==> src/design/rtc_wake_regs.svh <==
// Register map, field positions, reset values and timing counts
`ifndef RTC_WAKE_REGS_SVH
`define RTC_WAKE_REGS_SVH
`define RTC_IDX_CTRL 4'h0
`define RTC_IDX_TIME 4'h1
`define RTC_IDX_DATE 4'h2
`define RTC_IDX_ATIME 4'h3
`define RTC_IDX_ADATE 4'h4
`define RTC_IDX_CFG 4'h5
`define RTC_IDX_STATUS 4'h6
`define RTC_IDX_MASK 4'h7
`define RTC_IDX_DRIFT 4'h8
`define RTC_IDX_PMGT 4'h9
`define RTC_IDX_SCRATCH 4'hA
`define RTC_IDX_MSEC 4'hB
`define RTC_ST_ALARM 0
`define RTC_ST_PERIOD 1
`define RTC_ST_WAKEPIN 2
`define RTC_ST_BUSY 8
`define RTC_CFG_WAKEOUT 6
`define RTC_PM_REG 0
`define RTC_PM_BG 1
`define RTC_XTAL_HZ 16'h8000
`define RTC_MS_PER_S 11'h03E8
`define RTC_MS_STEP 16'h03E8
`define RTC_WR_DELAY 2'h2
`define RTC_RST_DATE 8'h01
`define RTC_RST_MON 8'h01
`define RTC_LAST_SEC 8'h59
`define RTC_LAST_HOUR 8'h23
`define RTC_LAST_MON 8'h12
`define RTC_LAST_YEAR 8'h99
`define RTC_LAST_WDAY 3'h6
`endif

==> src/design/rtc_wake_pkg.sv <==
// Types shared by the calendar clock block
package rtc_wake_pkg;
  typedef enum logic [2:0] {AL_OFF, AL_SEC, AL_MIN, AL_HOUR, AL_DAY,
    AL_WEEK} alarm_sel_e;
  typedef enum logic [2:0] {PR_OFF, PR_MS, PR_SEC, PR_MIN, PR_HOUR,
    PR_DAY} period_sel_e;
  typedef struct packed {
    logic [7:0] hr;
    logic [7:0] min;
    logic [7:0] sec;
  } tod_s;
  typedef struct packed {
    logic [2:0] wday;
    logic [7:0] year;
    logic [7:0] mon;
    logic [7:0] date;
  } cal_s;
  typedef struct packed {
    logic xs1, xs2, xs3, pg1, pg2, wk1, wk2, wk3, oe1, oe2;
    logic [15:0] frac;
    logic [9:0] ms;
    tod_s tod;
    cal_s cal;
    tod_s atod;
    logic [2:0] awday;
    logic [7:0] adate;
    logic ctrl_en;
    logic [2:0] alarm_sel;
    logic [2:0] per_sel;
    logic wake_out_en;
    logic [7:0] drift;
    logic [6:0] corr;
    logic corr_neg;
    logic [2:0] status;
    logic [2:0] mask;
    logic pd_reg;
    logic pd_bg;
    logic [31:0] scratch;
    logic pend_v;
    logic [1:0] pend_cnt;
    logic [3:0] pend_addr;
    logic [31:0] pend_data;
    logic [31:0] rdata;
    logic irq;
    logic wake_req;
    logic wake_oe;
    logic reg_off;
  } rtc_state_s;
endpackage : rtc_wake_pkg

==> src/design/rtc_wake_top.sv <==
// Battery-domain BCD calendar clock with alarm, periodic and wake logic
// Contract
// Time and settings survive core power-off; control, pending write lost.
// Alarm, periodic or wake-pin events can wake the device from idle.
// Alarm or periodic event can be driven out on the wake pin.
// Calendar covers one hundred years, ending at year 2099.
// Counts seconds to year with weekday and leap-year compensation.
// All time, calendar and alarm values are BCD, hours 24-hour. The millisecond count is kept in binary here.
// Alarm matches on second, minute, hour, day or week.
// Periodic event every millisecond, second, minute, hour or day.
// Alarm and periodic sources share one interrupt line.
// Crystal at 32.768 kHz, millisecond drift correction for calibration.
// Processor clock must run at least three times the crystal rate.
// Register writes take effect two crystal cycles after issue.
// Register writes ignored while the oscillator is disabled.
// Own power-on reset clears the block's registers.
// Chip reset and core supply-good never reset the flip-flops.
// Other party raises wake pin one crystal period to leave power-down.
// Power-down bits turn off the core regulator; supply-good isolates.
// Supply-good rising ends isolation and allows processor access.
// While supply-good is low, bus ignored and core outputs inactive.
//
// The placing of the registers and the strobed register port were chosen for this implementation.
`include "rtc_wake_regs.svh"
module rtc_wake_top
  import rtc_wake_pkg::*;
(
  input wire logic CORE_CLK_IN,
  input wire logic RST_N_IN,
  input wire logic RTC_XTAL_IN,
  input wire logic OSC_EN_IN,
  input wire logic PWR_GOOD_IN,
  input wire logic [3:0] ADDR_IN,
  input wire logic [31:0] WDATA_IN,
  input wire logic WR_IN,
  input wire logic RD_IN,
  output logic [31:0] RDATA_OUT,
  output logic IRQ_OUT,
  output logic WAKE_REQ_OUT,
  input wire logic WAKE_IN,
  output logic WAKE_OUT,
  output logic WAKE_OE_OUT,
  output logic REG_OFF_OUT
);

  //////////////////////////////////////////////////////////////////////
  // BCD helpers
  function automatic logic [7:0] bcd_next(input logic [7:0] v,
    input logic [7:0] last, input logic [7:0] first);
    logic [7:0] r;
    r = v + 8'h01;
    if (v == last)
      r = first;
    else if (v[3:0] == 4'h9)
      r = {v[7:4] + 4'h1, 4'h0};
    return r;
  endfunction : bcd_next

  function automatic logic [7:0] month_last(input logic [7:0] m,
    input logic [7:0] y);
    logic leap;
    logic [7:0] r;
    // Years 00..99 stand for 2000..2099, so every fourth year is leap
    leap = y[4] ? (y[3:0] == 4'h2 || y[3:0] == 4'h6)
                : (y[3:0] == 4'h0 || y[3:0] == 4'h4 || y[3:0] == 4'h8);
    r = 8'h31;
    if (m == 8'h02)
      r = leap ? 8'h29 : 8'h28;
    else if (m == 8'h04 || m == 8'h06 || m == 8'h09 || m == 8'h11)
      r = 8'h30;
    return r;
  endfunction : month_last

  //////////////////////////////////////////////////////////////////////
  rtc_state_s q;
  rtc_state_s d;
  logic tick, ms_tick, sec_tick, min_tick, hr_tick, day_tick;
  logic mon_tick, yr_tick, alarm_hit, period_hit, wake_rise;
  logic apply, take_wr;
  logic [1:0] step;
  logic [15:0] frac_sum;
  logic [10:0] ms_sum;
  logic [7:0] last_day;
  logic [2:0] ev;
  logic [2:0] pending_core;

  always_comb
  begin
    d = q;
    // Pin-side inputs pass two flops before any logic reads them
    d.xs1 = RTC_XTAL_IN;
    d.xs2 = q.xs1;
    d.xs3 = q.xs2;
    d.pg1 = PWR_GOOD_IN;
    d.pg2 = q.pg1;
    d.wk1 = WAKE_IN;
    d.wk2 = q.wk1;
    d.wk3 = q.wk2;
    d.oe1 = OSC_EN_IN;
    d.oe2 = q.oe1;
    // crystal edge is the time base, halted with the oscillator
    tick = q.xs2 & ~q.xs3 & q.oe2;
    ms_tick = 1'b0;
    min_tick = 1'b0;
    hr_tick = 1'b0;
    day_tick = 1'b0;
    mon_tick = 1'b0;
    yr_tick = 1'b0;
    step = 2'd1;
    frac_sum = q.frac + `RTC_MS_STEP;
    if (tick)
    begin
      if (frac_sum >= `RTC_XTAL_HZ)
      begin
        ms_tick = 1'b1;
        d.frac = frac_sum - `RTC_XTAL_HZ;
      end
      else
        d.frac = frac_sum;
    end
    // spread a signed millisecond correction over coming ticks
    if (ms_tick && q.corr != 7'd0)
    begin
      d.corr = q.corr - 7'd1;
      step = q.corr_neg ? 2'd0 : 2'd2;
    end
    ms_sum = {1'b0, q.ms} + {9'd0, ms_tick ? step : 2'd0};
    sec_tick = ms_sum >= `RTC_MS_PER_S;
    d.ms = sec_tick ? 10'(ms_sum - `RTC_MS_PER_S) : ms_sum[9:0];
    // BCD carry chain, hours in 24-hour form
    if (sec_tick)
    begin
      d.tod.sec = bcd_next(q.tod.sec, `RTC_LAST_SEC, 8'h00);
      min_tick = q.tod.sec == `RTC_LAST_SEC;
    end
    if (min_tick)
    begin
      d.tod.min = bcd_next(q.tod.min, `RTC_LAST_SEC, 8'h00);
      hr_tick = q.tod.min == `RTC_LAST_SEC;
      d.corr = q.drift[6:0];
      d.corr_neg = q.drift[7];
    end
    if (hr_tick)
    begin
      d.tod.hr = bcd_next(q.tod.hr, `RTC_LAST_HOUR, 8'h00);
      day_tick = q.tod.hr == `RTC_LAST_HOUR;
    end
    // month length follows the leap year
    last_day = month_last(q.cal.mon, q.cal.year);
    if (day_tick)
    begin
      d.cal.wday = (q.cal.wday == `RTC_LAST_WDAY) ? 3'h0
                                                  : q.cal.wday + 3'h1;
      d.cal.date = bcd_next(q.cal.date, last_day, 8'h01);
      mon_tick = q.cal.date == last_day;
    end
    if (mon_tick)
    begin
      d.cal.mon = bcd_next(q.cal.mon, `RTC_LAST_MON, 8'h01);
      yr_tick = q.cal.mon == `RTC_LAST_MON;
    end
    // year 99 (2099) rolls back to 00
    if (yr_tick)
      d.cal.year = bcd_next(q.cal.year, `RTC_LAST_YEAR, 8'h00);
    // compare the new time against the alarm fields
    alarm_hit = 1'b0;
    if (sec_tick)
    begin
      unique case (alarm_sel_e'(q.alarm_sel))
        AL_SEC: alarm_hit = d.tod.sec == q.atod.sec;
        AL_MIN: alarm_hit = d.tod[15:0] == q.atod[15:0];
        AL_HOUR: alarm_hit = d.tod == q.atod;
        AL_DAY: alarm_hit = d.tod == q.atod && d.cal.date == q.adate;
        AL_WEEK: alarm_hit = d.tod == q.atod && d.cal.wday == q.awday;
        default: alarm_hit = 1'b0;
      endcase
    end
    // periodic event source selection
    unique case (period_sel_e'(q.per_sel))
      PR_MS: period_hit = ms_tick;
      PR_SEC: period_hit = sec_tick;
      PR_MIN: period_hit = min_tick;
      PR_HOUR: period_hit = hr_tick;
      PR_DAY: period_hit = day_tick;
      default: period_hit = 1'b0;
    endcase
    // own drive on the pin is not taken as an external wake
    wake_rise = q.wk2 & ~q.wk3 & ~q.wake_oe;
    ev = {wake_rise, period_hit, alarm_hit};
    // writes taken only with supply good and oscillator running, reads with supply good
    take_wr = WR_IN & q.pg2 & q.oe2;
    // second crystal edge after the write makes it visible
    apply = q.pend_v & tick & (q.pend_cnt == `RTC_WR_DELAY - 2'd1);
    if (q.pend_v && tick)
      d.pend_cnt = q.pend_cnt + 2'd1;
    if (apply)
    begin
      d.pend_v = 1'b0;
      unique case (q.pend_addr)
        `RTC_IDX_CTRL: d.ctrl_en = q.pend_data[0];
        `RTC_IDX_TIME: d.tod = q.pend_data[23:0];
        `RTC_IDX_DATE: d.cal = q.pend_data[26:0];
        `RTC_IDX_ATIME: d.atod = q.pend_data[23:0];
        `RTC_IDX_ADATE:
        begin
          d.awday = q.pend_data[26:24];
          d.adate = q.pend_data[7:0];
        end
        `RTC_IDX_CFG:
        begin
          d.alarm_sel = q.pend_data[2:0];
          d.per_sel = q.pend_data[5:3];
          d.wake_out_en = q.pend_data[`RTC_CFG_WAKEOUT];
        end
        `RTC_IDX_STATUS: d.status = q.status & ~q.pend_data[2:0];
        `RTC_IDX_MASK: d.mask = q.pend_data[2:0];
        `RTC_IDX_DRIFT: d.drift = q.pend_data[7:0];
        `RTC_IDX_PMGT:
        begin
          d.pd_reg = q.pend_data[`RTC_PM_REG];
          d.pd_bg = q.pend_data[`RTC_PM_BG];
        end
        `RTC_IDX_SCRATCH: d.scratch = q.pend_data;
        `RTC_IDX_MSEC: d.ms = q.pend_data[9:0];
        default: d.pend_v = 1'b0;
      endcase
    end
    // Set wins over a write-one clear in the same cycle
    d.status = d.status | ev;
    // external wake pulse cancels the power-down request
    if (wake_rise)
    begin
      d.pd_reg = 1'b0;
      d.pd_bg = 1'b0;
    end
    // A newer write replaces one still waiting for the crystal
    if (take_wr)
    begin
      d.pend_v = 1'b1;
      d.pend_cnt = 2'd0;
      d.pend_addr = ADDR_IN;
      d.pend_data = WDATA_IN;
    end
    d.rdata = 32'h0000_0000;
    if (RD_IN && q.pg2)
    begin
      unique case (ADDR_IN)
        `RTC_IDX_CTRL: d.rdata = {31'h0000_0000, q.ctrl_en};
        `RTC_IDX_TIME: d.rdata = {8'h00, q.tod};
        `RTC_IDX_DATE: d.rdata = {5'h00, q.cal};
        `RTC_IDX_ATIME: d.rdata = {8'h00, q.atod};
        `RTC_IDX_ADATE: d.rdata = {5'h00, q.awday, 16'h0000, q.adate};
        `RTC_IDX_CFG: d.rdata = {25'h000_0000, q.wake_out_en, q.per_sel,
                                 q.alarm_sel};
        `RTC_IDX_STATUS: d.rdata = {23'h00_0000, q.pend_v, 5'h00,
                                    q.status};
        `RTC_IDX_MASK: d.rdata = {29'h0000_0000, q.mask};
        `RTC_IDX_DRIFT: d.rdata = {24'h00_0000, q.drift};
        `RTC_IDX_PMGT: d.rdata = {30'h0000_0000, q.pd_bg, q.pd_reg};
        `RTC_IDX_SCRATCH: d.rdata = q.scratch;
        `RTC_IDX_MSEC: d.rdata = {22'h00_0000, q.ms};
        default: d.rdata = 32'h0000_0000;
      endcase
    end
    // core-side control and waiting update lost with core power
    if (!q.pg2)
    begin
      d.ctrl_en = 1'b0;
      d.pend_v = 1'b0;
    end
    pending_core = q.status & q.mask;
    // one interrupt line for alarm and periodic sources
    d.irq = q.pg2 & q.ctrl_en & (|pending_core[1:0]);
    // idle wake for any unmasked event, core side only
    d.wake_req = q.pg2 & (|pending_core);
    // drive wake pin high to call for power restore
    d.wake_oe = q.wake_out_en & (|pending_core[1:0]);
    // either power-down bit switches the core regulator off
    d.reg_off = q.pd_reg | q.pd_bg;
  end

  //////////////////////////////////////////////////////////////////////
  // only the block's own power-on reset clears state
  always_ff @(posedge CORE_CLK_IN or negedge RST_N_IN)
  begin
    if (!RST_N_IN)
    begin
      q <= '0;
      q.cal.date <= `RTC_RST_DATE;
      q.cal.mon <= `RTC_RST_MON;
      q.adate <= `RTC_RST_DATE;
    end
    else
      q <= d;
  end

  // Pin level and enable share one flop, so the pin is only driven high
  assign RDATA_OUT = q.rdata;
  assign IRQ_OUT = q.irq;
  assign WAKE_REQ_OUT = q.wake_req;
  assign WAKE_OUT = q.wake_oe;
  assign WAKE_OE_OUT = q.wake_oe;
  assign REG_OFF_OUT = q.reg_off;
endmodule : rtc_wake_top

==> config.mk <==
export PLATFORM = sky130hd
export DESIGN_NAME = rtc_wake_top
export DESIGN_NICKNAME = d
export VERILOG_FILES = /design/src/design/rtc_wake_pkg.sv /design/src/design/rtc_wake_top.sv
export VERILOG_INCLUDE_DIRS = /design/src /design/src/design
export SDC_FILE = /design/constraint.sdc
export NUM_CORES = 1
export LEC_CHECK = 0
export ABC_AREA = 1
export ABC_CLOCK_PERIOD_IN_PS = 8500
export BUFFER_PORTS_ARGS = -buffer_cell sky130_fd_sc_hd__buf_2
export CAP_MARGIN = 15
export CORE_MARGIN = 5
export CORE_UTILIZATION = 66
export DETAILED_ROUTE_END_ITERATION = 7
export GPL_TIMING_DRIVEN = 0
export PLACE_DENSITY = 0.95
export SYNTH_ARGS = -nofsm -noshare
export SYNTH_HDL_FRONTEND = slang
export SYNTH_SLANG_ARGS = --single-unit
==> constraint.sdc <==
create_clock -name CORE_CLK_IN -period 8.5 [get_ports CORE_CLK_IN]
set_input_delay 0.85 -clock CORE_CLK_IN [delete_from_list [all_inputs] [get_ports CORE_CLK_IN]]
set_output_delay 0.85 -clock CORE_CLK_IN [all_outputs]
set_load 0.1 [all_outputs]
==> impl_metrics.json <==
{
  "insertedDiodeCount": 0,
  "grt_pass1_vias": 13200,
  "crit_required_ps": 8980,
  "grt_max_degree": 99,
  "synth_flop_cell": "dfrtp_1",
  "wirelength_microns": 42400,
  "gr-total-overflow": 0,
  "die_h_microns": 155,
  "io_buffers": 80,
  "track_usage_pct": 35.2,
  "num_rows": 53,
  "die-area_sq_um": 24100,
  "cts.htree.levels": 1,
  "cts_hold_buf": 0,
  "finalSetupViolCount": 0,
  "syn_nets": 1852,
  "areaGrowthSynthToFinish_pct": 12.9,
  "via_per_inst": 6.16,
  "postCtsSetupRepairBufs": 0,
  "drt-initial-drc-count": 1532,
  "arrival_ps": 6000,
  "hold_slack_ps": 267,
  "rsz0062_at_grt": "false",
  "synth-edff-count": 0,
  "tightestPinTransition_ps": 1170,
  "worstPathMaxFanout": 10,
  "fin_ws_ps": 2990,
  "drc_errors": 0,
  "final_period_minus_worst_setup_slack_ps": 5510,
  "clock_sinks": 258,
  "setup-tns-final_ps": 0,
  "hold_viol": 0,
  "critPathSlowestCell": "nor3_1",
  "dp_hpwl_microns": 29700,
  "finalCritPeriodShare_pct": 64.9,
  "ys_types": 59,
  "grt_pass1_wl_microns": 67800,
  "cpMostUsedCell": "nand2_1",
  "relSlewSlack_pct": 21.7,
  "crit_type": "reg2reg",
  "dp_slack_ps": 3330,
  "cellLeakagePower_nw": 7.68,
  "ios": 81,
  "yosysSeqAreaShare_pct": 46.3,
  "finalNetCount": 1963,
  "cts_root_buffer": "clkbuf_16",
  "synth-async-reset-ratio_pct": 100,
  "max_freq_mhz": 181,
  "synth.ff_latch_count": 258,
  "worstSetupStartpointType": "flop",
  "clk_path_buf_depth": 3,
  "route.vias.total": 13500,
  "hold_class": "in2async",
  "final_antenna_net_count": 0,
  "cts_tree": "done",
  "path_clk_slew_ps": 60,
  "cp_slowest_stage_delay_ps": 620,
  "cts_buffers": 27,
  "finClkSkew_ps": 9.22,
  "core-area_sq_um": 20900,
  "pwr_density_cell_nw_per_um2": 191,
  "ir_worst_vdd_v": 0.000209,
  "cap_violations": 0,
  "start_util_pct": 66.8,
  "die_w_microns": 155,
  "gp_congestion": 0.999,
  "clock_latency_ps": 540,
  "fillers": 1475,
  "antenna_found_initial": 1,
  "cts-resized-gates": 0,
  "crit_path_end_kind": "flop",
  "avgSynthCellArea_sq_um": 7.82,
  "dr.pass1.iters": 6,
  "post_drt_wl_per_cell_microns": 19.4,
  "maxSlewViolCount": 0,
  "syn_area_sq_um": 13900,
  "yosys_warnings": 0,
  "status": "finished, final reports clean",
  "drive_gt1_share_pct": 11.4,
  "synthCells": 1783
}
power breakdown:
part	switching [mW]	internal [mW]
clock network	0.507	0.829
registers	0.0679	1.30
logic	0.209	0.0876
total	0.785	2.22
final timing paths:
kind	cells past startpoint	slack [ps]	end	startpoint
max reg2reg	31	2990	q[112]$_DFF_PN0_	q[241]$_DFFE_PN0P_
max in group asynchronous	2	7320	q[213]$_DFF_PN0_	RST_N_IN
min reg2reg	0	350	q[256]$_DFF_PN0_	d[256]$_DFF_PN0_
max	31	2990	q[112]$_DFF_PN0_	q[241]$_DFFE_PN0P_
min	1	270	q[242]$_DFFE_PN0P_	RST_N_IN
min in group CORE_CLK_IN	0	350	q[256]$_DFF_PN0_	d[256]$_DFF_PN0_
metrics by stage:
step           instances  power [mW]  utilization, %  area, sq um
2_1_floorplan       1783        1.54               -        13900
3_3_place_gp        2138        1.65            70.3        14700
3_5_place_dp        2140        1.67            70.6        14800
4_1_cts             2188        2.99            75.4        15800
5_1_grt             2188        3.09            75.4        15800
6_report            2188        3.00            75.4        15800
state kept, by name (all words and copies together) (netlist names):
name / flops
q: 216
RDATA_OUT: 32
d: 6
IRQ_OUT: 1
REG_OFF_OUT: 1
WAKE_OE_OUT: 1
WAKE_REQ_OUT: 1
synthesized netlist by cell type (3+ instances only):
cell type	count	share of area, %
nand2_1	407	11
dfrtp_1	255	46
inv_1	231	6.2
o21ai_0	179	6.4
nor2_1	173	4.7
nand3_1	98	3.5
a21oi_1	73	2.6
clkbuf_1	48	1.3
buf_4	35	1.9
o22ai_1	31	1.4
a221oi_1	28	1.8
xor2_1	25	1.6
ha_1	24	2.2
nor3_1	24	0.86
nand4_1	20	0.90
o211ai_1	13	0.70
nand2_2	12	0.54
a31oi_1	7	0.31
xnor2_1	7	0.44
inv_2	6	0.16
nand3b_1	6	0.32
o21ai_1	6	0.22
a211oi_1	5	0.27
nor2_2	5	0.22
o221ai_1	5	0.31
or2_2	5	0.22
buf_6	4	0.32
nand3_2	4	0.29
dfstp_2	3	0.57
nand2_4	3	0.24
nor2_4	3	0.24
o311ai_0	3	0.19
o32ai_1	3	0.19
final cells by class:
| cell class | instances | area (sq um) | share of cell area [%] |
|---|---|---|---|
| Inverter | 239 | 900 | 5.71 |
| Multi-Input combinational cell | 1195 | 6060 | 38.4 |
| Tap cell | 275 | 344 | 2.18 |
| Buffer | 91 | 533 | 3.38 |
| Clock buffer | 35 | 746 | 4.73 |
| Timing Repair Buffer | 82 | 465 | 2.95 |
| Sequential cell | 258 | 6460 | 41.0 |
| Clock inverter | 13 | 250 | 1.59 |
placed cells by master (no fill, tap or decap), drive strengths merged, types with 28 or more instances in the layout:
cell	netlist	layout
buf	43	125
nor2	181	181
dfrtp	255	255
a21oi	74	74
o22ai	32	32
inv	238	238
o21ai	186	186
a221oi	28	28
clkbuf	48	83
nand3	104	104
nand2	422	422
metal layers:
| layer | GRT usage (%) | share of wire, % |
|---|---|---|
| met5 | 0 | 0.028 |
| met1 | 46.6 | 37 |
| met4 | 17.8 | 5.5 |
| met2 | 54.5 | 45 |
| met3 | 8.23 | 12 |
critical path: cells and delay by family (launching register included):
| family | cells | cell delay (ps) |
|---|---|---|
| adder cells (fa/ha/maj) | 2 | 550 |
| AND/OR/NAND/NOR | 23 | 3240 |
| flip-flops | 1 | 420 |
| buffers and inverters | 4 | 670 |
| AO/OA/AOI/OAI | 2 | 590 |
kinds of logic after synthesis:
family,count (synthesis),share of synthesized area [%]
buffers and inverters,330,10.3
AOI/OAI and AO/OA,370,15.4
xor gates and xnor gates,32,2.01
adders and majority gates,25,2.30
DFF,258,46.3
and+or+nand+nor,768,23.7
Power figures use the tool's default switching activity.
